==> src/hw/key_irq_params.svh <==
`ifndef KEY_IRQ_PARAMS_SVH
`define KEY_IRQ_PARAMS_SVH

// register indexes; byte address is four times the index
`define IDX_CTRL 16'h0000
`define IDX_WIDE_SP 16'h0001
`define IDX_NIB_SP 16'h0002
`define IDX_CMD 16'h0003
`define IDX_STATUS 16'h0004
`define IDX_FILTER 16'h0005
`define IDX_SELECT 16'hFF54
`define IDX_MASK 16'hFFEB
`define IDX_FLAG 16'hFFFB

// widths
`define NUM_KEYS 4
`define WIDE_SP_W 10
`define NIB_SP_W 8

// field positions
`define CTRL_GE_BIT 0
`define CMD_SLEEP_BIT 0
`define CMD_RETURN_FROM_HANDLER_OP_BIT 1
`define ST_SP_OK_BIT 0
`define ST_SLEEP_BIT 1
`define ST_IRQ_BIT 2
`define ST_LEVEL_LSB 4
`define TIMER_LINE 3

// reset values
`define RST_KEYS 4'h0
`define RST_FILTER 8'h00
`define RST_WIDE_SP 10'h000
`define RST_NIB_SP 8'h00

// filter stability counts in clock cycles
`define FILT_LIMIT_SHORT 7'h04
`define FILT_LIMIT_MID 7'h10
`define FILT_LIMIT_LONG 7'h40

`endif

==> src/hw/key_irq_pkg.sv <==
package key_irq_pkg;

    typedef enum logic [0:0] {
        PWR_RUN = 1'b0,
        PWR_SLEEP = 1'b1
    } power_state_e;

    typedef enum logic [1:0] {
        FILT_BYPASS = 2'b00,
        FILT_SHORT = 2'b01,
        FILT_MID = 2'b10,
        FILT_LONG = 2'b11
    } filter_code_e;

    typedef logic [3:0] key_vec_t;

endpackage : key_irq_pkg

==> src/hw/key_line_filter.sv <==
`timescale 1ns/10ps
`include "key_irq_params.svh"

module key_line_filter
    import key_irq_pkg::*;
(
    // clock and reset
    input wire logic clk,
    input wire logic rst_n,
    // pin side
    input wire logic line_pin,
    input wire filter_code_e filt_code,
    input wire logic run,
    // filtered result
    output logic level,
    output logic fall
);
    logic meta_r;
    logic sync_r;
    logic filt_r;
    logic prev_r;
    logic [6:0] cnt_r;
    logic [6:0] limit;

    always_comb begin
        case (filt_code)
            FILT_SHORT: limit = `FILT_LIMIT_SHORT;
            FILT_MID: limit = `FILT_LIMIT_MID;
            FILT_LONG: limit = `FILT_LIMIT_LONG;
            default: limit = 7'h01;
        endcase
    end

    // lines idle high behind pull-ups
    always_ff @(posedge clk or negedge rst_n) begin
        if (!rst_n) begin
            meta_r <= 1'b1;
            sync_r <= 1'b1;
        end else begin
            meta_r <= line_pin;
            sync_r <= meta_r;
        end
    end

    // filter freezes while the peripheral clock is withheld, except bypass, which keeps following the line
    always_ff @(posedge clk or negedge rst_n) begin
        if (!rst_n) begin
            filt_r <= 1'b1;
            cnt_r <= 7'h00;
        end else if (filt_code == FILT_BYPASS) begin
            filt_r <= sync_r;
            cnt_r <= 7'h00;
        end else if (run) begin
            if (sync_r == filt_r) begin
                cnt_r <= 7'h00;
            end else if (cnt_r == limit - 7'h01) begin
                filt_r <= sync_r;
                cnt_r <= 7'h00;
            end else begin
                cnt_r <= cnt_r + 7'h01;
            end
        end
    end

    assign level = (filt_code == FILT_BYPASS) ? sync_r : filt_r;

    always_ff @(posedge clk or negedge rst_n) begin
        if (!rst_n) begin
            prev_r <= 1'b1;
        end else begin
            prev_r <= level;
        end
    end

    // a key press pulls the line low
    assign fall = prev_r & ~level;

endmodule : key_line_filter

==> src/hw/key_irq_sleep_ctrl.sv <==
`timescale 1ns/10ps
`include "key_irq_params.svh"

// How it works
// - flags set even when mask bit is 0
// - flag holds until written one; re-raises
// - no interrupt, NMI too, before both pointers
// - rewriting one pointer blocks until other written
// - only a key flag event ends sleep
// - four lines, independent flag, select, mask
// - fast oscillator enable held 0 in every state; sleep withholds peripheral clock
// - fourth key line doubles as timer clock
// - select bits together at index FF54
// - mask bits together at index FFEB
// - flag bits together at index FFFB
module key_irq_sleep_ctrl
    import key_irq_pkg::*;
(
    // clock and reset
    input wire logic REF_CLK,
    input wire logic RESETN,
    // ahb-lite slave
    input wire logic HSEL,
    input wire logic [31:0] HADDR,
    input wire logic [1:0] HTRANS,
    input wire logic HWRITE,
    input wire logic [2:0] HSIZE,
    input wire logic [31:0] HWDATA,
    input wire logic HREADY,
    output logic [31:0] HRDATA,
    output logic HREADYOUT,
    output logic HRESP,
    // key input pins
    input wire logic [3:0] KEY_IN,
    // cpu core
    input wire logic IRQ_ACK,
    input wire logic NMI_REQ,
    output logic IRQ,
    output logic NMI_OUT,
    // clock control
    output logic FAST_OSC_EN,
    output logic SLOW_OSC_RUN,
    output logic PERIPH_CLK_EN,
    output logic TIMER_EXT_CLK
);
    logic rst_meta_r;
    logic rst_n_r;
    logic wr_pend_r;
    logic [31:0] addr_r;
    logic ge_r;
    logic [`WIDE_SP_W-1:0] wide_sp_r;
    logic [`NIB_SP_W-1:0] nib_sp_r;
    logic wide_set_r;
    logic nib_set_r;
    logic sp_ok;
    key_vec_t port_irq_select_r;
    key_vec_t port_irq_mask_r;
    key_vec_t port_irq_flag_r;
    key_vec_t port_irq_flag_nxt;
    key_vec_t flag_clr;
    key_vec_t flag_set;
    logic [7:0] port_filter_select_r;
    power_state_e pwr_r;
    power_state_e pwr_nxt;
    key_vec_t key_level;
    key_vec_t key_fall;
    logic irq_nxt;
    logic wr_wide;
    logic wr_nib;
    logic wr_cmd;
    logic addr_phase;

    function automatic logic hit(input logic [31:0] a, input logic [15:0] idx);
        hit = (a == {14'h0000, idx, 2'b00});
    endfunction : hit

    // reset release through two flops
    always_ff @(posedge REF_CLK or negedge RESETN) begin
        if (!RESETN) begin
            rst_meta_r <= 1'b0;
            rst_n_r <= 1'b0;
        end else begin
            rst_meta_r <= 1'b1;
            rst_n_r <= rst_meta_r;
        end
    end

    genvar g;
    generate
        for (g = 0; g < `NUM_KEYS; g++) begin : g_line
            key_line_filter u_filt (
                .clk(REF_CLK),
                .rst_n(rst_n_r),
                .line_pin(KEY_IN[g]),
                .filt_code(filter_code_e'(port_filter_select_r[2*g +: 2])),
                .run(pwr_r == PWR_RUN),
                .level(key_level[g]),
                .fall(key_fall[g])
            );
        end
    endgenerate

    // ahb address phase; zero wait, always okay
    assign addr_phase = HSEL && HTRANS[1] && HREADY;

    always_ff @(posedge REF_CLK or negedge rst_n_r) begin
        if (!rst_n_r) begin
            wr_pend_r <= 1'b0;
            addr_r <= 32'h0000_0000;
            HREADYOUT <= 1'b0;
            HRESP <= 1'b0;
        end else begin
            wr_pend_r <= addr_phase && HWRITE;
            if (addr_phase) begin
                addr_r <= HADDR;
            end
            HREADYOUT <= 1'b1;
            HRESP <= 1'b0;
        end
    end

    assign wr_wide = wr_pend_r && hit(addr_r, `IDX_WIDE_SP);
    assign wr_nib = wr_pend_r && hit(addr_r, `IDX_NIB_SP);
    assign wr_cmd = wr_pend_r && hit(addr_r, `IDX_CMD);

    // read data latched at the address phase; unmapped reads zero
    always_ff @(posedge REF_CLK or negedge rst_n_r) begin
        if (!rst_n_r) begin
            HRDATA <= 32'h0000_0000;
        end else if (addr_phase && !HWRITE) begin
            HRDATA <= 32'h0000_0000;
            if (hit(HADDR, `IDX_CTRL)) begin
                HRDATA[`CTRL_GE_BIT] <= ge_r;
            end
            if (hit(HADDR, `IDX_WIDE_SP)) begin
                HRDATA[`WIDE_SP_W-1:0] <= wide_sp_r;
            end
            if (hit(HADDR, `IDX_NIB_SP)) begin
                HRDATA[`NIB_SP_W-1:0] <= nib_sp_r;
            end
            if (hit(HADDR, `IDX_STATUS)) begin
                HRDATA[`ST_SP_OK_BIT] <= sp_ok;
                HRDATA[`ST_SLEEP_BIT] <= (pwr_r == PWR_SLEEP);
                HRDATA[`ST_IRQ_BIT] <= IRQ;
                HRDATA[`ST_LEVEL_LSB +: 4] <= key_level;
            end
            if (hit(HADDR, `IDX_FILTER)) begin
                HRDATA[7:0] <= port_filter_select_r;
            end
            if (hit(HADDR, `IDX_SELECT)) begin
                HRDATA[3:0] <= port_irq_select_r;
            end
            if (hit(HADDR, `IDX_MASK)) begin
                HRDATA[3:0] <= port_irq_mask_r;
            end
            if (hit(HADDR, `IDX_FLAG)) begin
                HRDATA[3:0] <= port_irq_flag_r;
            end
        end
    end

    always_ff @(posedge REF_CLK or negedge rst_n_r) begin
        if (!rst_n_r) begin
            port_irq_select_r <= `RST_KEYS;
            port_irq_mask_r <= `RST_KEYS;
            port_filter_select_r <= `RST_FILTER;
        end else if (wr_pend_r) begin
            if (hit(addr_r, `IDX_SELECT)) begin
                port_irq_select_r <= HWDATA[3:0];
            end
            if (hit(addr_r, `IDX_MASK)) begin
                port_irq_mask_r <= HWDATA[3:0];
            end
            if (hit(addr_r, `IDX_FILTER)) begin
                port_filter_select_r <= HWDATA[7:0];
            end
        end
    end

    // set ignores the mask; one flag per line
    assign flag_set = key_fall & port_irq_select_r;
    assign flag_clr = (wr_pend_r && hit(addr_r, `IDX_FLAG)) ?
                      HWDATA[3:0] : `RST_KEYS;
    // write one clears; a new event wins
    assign port_irq_flag_nxt = (port_irq_flag_r & ~flag_clr) | flag_set;

    always_ff @(posedge REF_CLK or negedge rst_n_r) begin
        if (!rst_n_r) begin
            port_irq_flag_r <= `RST_KEYS;
        end else begin
            port_irq_flag_r <= port_irq_flag_nxt;
        end
    end

    always_ff @(posedge REF_CLK or negedge rst_n_r) begin
        if (!rst_n_r) begin
            wide_sp_r <= `RST_WIDE_SP;
            nib_sp_r <= `RST_NIB_SP;
            wide_set_r <= 1'b0;
            nib_set_r <= 1'b0;
        end else begin
            if (wr_wide) begin
                wide_sp_r <= HWDATA[`WIDE_SP_W-1:0];
                wide_set_r <= 1'b1;
                if (sp_ok) begin
                    nib_set_r <= 1'b0;
                end
            end
            if (wr_nib) begin
                nib_sp_r <= HWDATA[`NIB_SP_W-1:0];
                nib_set_r <= 1'b1;
                if (sp_ok) begin
                    wide_set_r <= 1'b0;
                end
            end
        end
    end

    assign sp_ok = wide_set_r && nib_set_r;

    // taking an interrupt clears enable; the return op restores it
    always_ff @(posedge REF_CLK or negedge rst_n_r) begin
        if (!rst_n_r) begin
            ge_r <= 1'b0;
        end else if (wr_pend_r && hit(addr_r, `IDX_CTRL)) begin
            ge_r <= HWDATA[`CTRL_GE_BIT];
        end else if (wr_cmd && HWDATA[`CMD_RETURN_FROM_HANDLER_OP_BIT]) begin
            ge_r <= 1'b1;
        end else if (IRQ_ACK) begin
            ge_r <= 1'b0;
        end
    end

    // only a key flag event wakes; relies on bypass filter
    always_comb begin
        case (pwr_r)
            PWR_RUN: begin
                pwr_nxt = (wr_cmd && HWDATA[`CMD_SLEEP_BIT]) ?
                          PWR_SLEEP : PWR_RUN;
            end
            PWR_SLEEP: begin
                pwr_nxt = (|flag_set) ? PWR_RUN : PWR_SLEEP;
            end
            default: begin
                pwr_nxt = PWR_RUN;
            end
        endcase
    end

    // peripheral clock follows the power state; fast oscillator enable stays 0 from reset
    always_ff @(posedge REF_CLK or negedge rst_n_r) begin
        if (!rst_n_r) begin
            pwr_r <= PWR_RUN;
            FAST_OSC_EN <= 1'b0;
            PERIPH_CLK_EN <= 1'b1;
            SLOW_OSC_RUN <= 1'b1;
        end else begin
            pwr_r <= pwr_nxt;
            if (pwr_nxt == PWR_SLEEP) begin
                FAST_OSC_EN <= 1'b0;
            end else if (wr_cmd) begin
                FAST_OSC_EN <= FAST_OSC_EN;
            end
            PERIPH_CLK_EN <= (pwr_nxt == PWR_RUN);
            SLOW_OSC_RUN <= 1'b1;
        end
    end

    assign irq_nxt = |(port_irq_flag_r & port_irq_mask_r) && ge_r && sp_ok;

    always_ff @(posedge REF_CLK or negedge rst_n_r) begin
        if (!rst_n_r) begin
            IRQ <= 1'b0;
            NMI_OUT <= 1'b0;
            TIMER_EXT_CLK <= 1'b1;
        end else begin
            IRQ <= irq_nxt;
            NMI_OUT <= NMI_REQ && sp_ok;
            // line still feeds its own flag logic
            TIMER_EXT_CLK <= key_level[`TIMER_LINE];
        end
    end
endmodule : key_irq_sleep_ctrl

==> config.mk <==
export PLATFORM = sky130hd
export DESIGN_NAME = key_irq_sleep_ctrl
export DESIGN_NICKNAME = d
export VERILOG_FILES = /design/src/hw/key_irq_pkg.sv /design/src/hw/key_line_filter.sv /design/src/hw/key_irq_sleep_ctrl.sv
export VERILOG_INCLUDE_DIRS = /design/src /design/src/hw
export SDC_FILE = /design/constraint.sdc
export NUM_CORES = 1
export LEC_CHECK = 0
export ABC_AREA = 1
export ABC_CLOCK_PERIOD_IN_PS = 4700
export BUFFER_PORTS_ARGS = -buffer_cell sky130_fd_sc_hd__buf_2
export CAP_MARGIN = 40
export CORE_ASPECT_RATIO = 0.7
export CORE_MARGIN = 4
export CORE_UTILIZATION = 50
export DETAILED_ROUTE_END_ITERATION = 8
export PLACE_DENSITY = 0.72
export SYNTH_ARGS = -nofsm -noshare
export SYNTH_HDL_FRONTEND = slang
export SYNTH_SLANG_ARGS = --single-unit
==> constraint.sdc <==
create_clock -name REF_CLK -period 4.7 [get_ports REF_CLK]
set_input_delay 0.235 -clock REF_CLK [delete_from_list [all_inputs] [get_ports REF_CLK]]
set_output_delay 0.235 -clock REF_CLK [all_outputs]
set_load 0.005 [all_outputs]
==> run summary <==
Die X-Extent: 148 µm
Adder-cell share of the synthesized area: 0.0146
Resized Gates After CTS: 0
Fin. max-slew vios: 0
Worst Path Max Fanout: 5
Initial antenna violation count: 0
Arrival time worst endpoint: 2.57 ns
Root Buffer: clkbuf_16
CTS tree: built
Most common cell on crit path: nor2_1
CP Buf/Inv Count: 2
# nets final: 1011
Setup CP Type: flop to flop
RSZ-0062 raised after global routing: no
R2R depth: 11
ANT nets after route: 0
Net load switching power: 699 µW
Antenna diodes: 0
Synthesized area per cell: 8.20 µm²
Number of synthesized flops with an enable pin: 0
Hold slack final: 0.0329 ns
Detailed Place HPWL: 11900 µm
Fillers: 1179
Synth Area in Simple Gates: 0.252
Total overflow reported by the global router: 0
Largest family of logic cells by synthesized area: simple AND/OR/NAND/NOR gates
Normalized max-slew margin: 0.460
Fin Clk Skew: 0.0100 ns
Post-layout util: 0.601
Worst path slowest cell: dfrtp_1
Vias per cell: 5.09
Critical Path Stages: 11
First-pass GRT wire length: 26300 µm
Period Utilization, post-route: 0.476
Worst endpoint required time: 5.03 ns
Drt first pass iters: 7
Post-synthesis mux area share: 0.00822
PD cells: 352 nW/µm²
CTS buffer count: 17
Max VDD drop: 0.252 mV
Post-synthesis sequential area ratio: 0.496
Site Rows: 35
Hold path cells: 3
Routed via count: 5704
Compound-Gate Fraction of Synth Area: 0.0997
Layout cells sized above 1: 0.156
Slew @ Worst Pin: 0.810 ns
# port buffers: 68
GR Util All Layers: 0.212
Die Height: 106 µm
Main synth FF type: dfrtp_1
Routed len/inst: 14.3 µm
Synth unique cells: 50
Outcome: complete, no violations
Switching Share: 0.249
Reg power frac: 0.457
Post-synthesis cell area: 6850 µm²
Area Growth Syn to Fin: 16.3%
Synth async-reset ratio: 1.00
Clock Pin Slew Worst Setup and Hold Paths: 0.06 ns
Die area: 15700 µm²
Yosys Warn Count: 0
Placed cell area: 7330 µm²
1st-iter DRT viols: 528
Htree depth: 4
RePlAce Congestion: 0.858
Register bit count reported by yosys: 135
P_int: 2110 µW
Fin crit period: 2.24 ns
Worst-Skew Late Latency: 0.41 ns
Design Area, Final: 7970 µm²
Finish-stage setup viols: 0
Number of global-route vias before repair: 5253
Initial Utilization: 0.516
XOR/XNOR Fraction of Synth Area: 0.0383
Max stage delay on crit path: 0.41 ns
Fmax: 447 MHz
Pin count of the biggest net entering global routing: 65
DR DRC count: 0
Min-delay worst type: primary input to flop
Setup crit end kind: flop
Clock sink total: 135
Final hold violations: 0
Startpoint Class: flop
Core area: 13300 µm²
P_leak: 0.00387 µW
Io pins: 120
Setup TNS: 0 ns
# Max-Cap Violations: 0
Wirelength, routed: 16000 µm
Max clock buf depth: 2
Clk pwr share: 0.469
CP top delay family: simple AND/OR/NAND/NOR gates
Gate power share: 0.074
Crit path cell chain: nor2_1 > inv_1 > ha_1 > xnor2_1 > nor2_1 > nand4_1 > nand2_1 > or2_2 > nand2_1 > inv_1 > nor2_1
Syn Inst Count: 836
-- cell type report --
cell class,instances,area [µm²],area share
clock buffer,18,439,0.0551
clock inverter,14,149,0.0187
inverter,100,377,0.0473
multi-input combinational,591,2940,0.369
sequential,135,3400,0.427
tap,185,231,0.0290
timing repair buffer,78,432,0.0542
-- cells by family (layout without fill, tap and decap cells) --
logic type | count (synthesis) | count (layout)
buffers and inverters | 135 | 210
adder cells (fa/ha/maj) | 8 | 8
XOR/XNOR | 30 | 30
multiplexers | 5 | 5
flip-flops | 135 | 135
other | 2 | 27
AND/OR/NAND/NOR | 399 | 399
AO/OA/AOI/OAI | 122 | 122
-- worst reg2reg max path, delay by kind of cell (launching register included) --
kind,cells,cell delay [ns]
xor+xnor,1,0.13
buf+inv,2,0.26
simple gates,7,1.03
flops,1,0.41
fa+ha+maj,1,0.33
-- sequential cells by signal, indices dropped and copies added (netlist names), 4 cells and up --
| signal | cells |
|---|---|
| addr_r | 32 |
| g_line.u_filt.cnt_r | 28 |
| HRDATA | 10 |
| wide_sp_r | 10 |
| nib_sp_r | 8 |
| port_filter_select_r | 8 |
| g_line.u_filt.filt_r | 4 |
| g_line.u_filt.meta_r | 4 |
| g_line.u_filt.prev_r | 4 |
| g_line.u_filt.sync_r | 4 |
| port_irq_flag_r | 4 |
| port_irq_mask_r | 4 |
| port_irq_select_r | 4 |
-- per-layer routing --
metal,vias to the layer above,part of all wire,GRT usage
met2,226,0.41,0.297
met3,14,0.086,0.0481
met5,-,0,0
met4,0,0.0084,0.0442
met1,2628,0.49,0.336
li1,2836,-,-
-- power by group through the flow --
stage,Sequential (µW),Clock [µW],Combinational [µW]
finish,1280,1320,207
global route,1290,1390,240
CTS,1280,1340,208
detailed placement,1300,0,203
global placement,1300,0,199
floorplan,1300,0,150
-- worst paths after layout --
kind | slack [ns] | start | end
worst min register to register | 0.35 | rst_meta_r | rst_n_r
min in group asynchronous | 0.13 | RESETN | rst_n_r
max in group asynchronous | 3.26 | rst_n_r | g_line[1].u_filt.sync_r
worst min-delay path | 0.03 | NMI_REQ | NMI_OUT
worst max-delay path | 2.46 | port_filter_select_r[1] | g_line[0].u_filt.cnt_r[6]
worst max register to register | 2.46 | port_filter_select_r[1] | g_line[0].u_filt.cnt_r[6]
-- per-stage QoR --
stage | instances | setup WS [ns] | total power (µW)
CTS | 1121 | 2.48 | 2830
finish | 1121 | 2.46 | 2810
floorplan | 861 | 0.690 | 1450
detailed placement | 1084 | 2.48 | 1510
global route | 1121 | 2.27 | 2930
global placement | 1083 | 2.59 | 1500
-- Yosys cell counts, types with 3 or more instances --
library cell,count,area (µm²)
nand2_1,191,717
dfrtp_1,118,2950
nor2_1,117,439
inv_1,96,360
o21ai_0,68,340
nand3_1,37,185
buf_4,26,195
a21oi_1,24,120
nand4_1,19,119
dfstp_2,17,447
xnor2_1,15,131
xor2_1,15,131
nor3_1,14,70.1
o22ai_1,11,68.8
clkbuf_1,8,30.0
ha_1,8,100
mux2_2,5,56.3
o2111ai_1,4,35.0
a31oi_1,3,18.8
nor4_1,3,18.8
-- cell usage in the layout (no fill, tap or decap), drive strengths merged, types with 17 or more instances in the layout --
| cell type | netlist | routed |
|---|---|---|
| nand2 | 191 | 191 |
| nor2 | 120 | 120 |
| dfrtp | 118 | 118 |
| inv | 97 | 100 |
| buf | 27 | 73 |
| o21ai | 68 | 68 |
| nand3 | 38 | 38 |
| conb | 2 | 27 |
| a21oi | 26 | 26 |
| nand4 | 20 | 20 |
| clkbuf | 8 | 18 |
| dfstp | 17 | 17 |
-- timing repair --
item	in CTS	in global routing
endpoints found under the hold margin	6	0
setup buffers	0	0
hold buffers	5	0
Note: power is estimated with default switching activity, not from simulation.
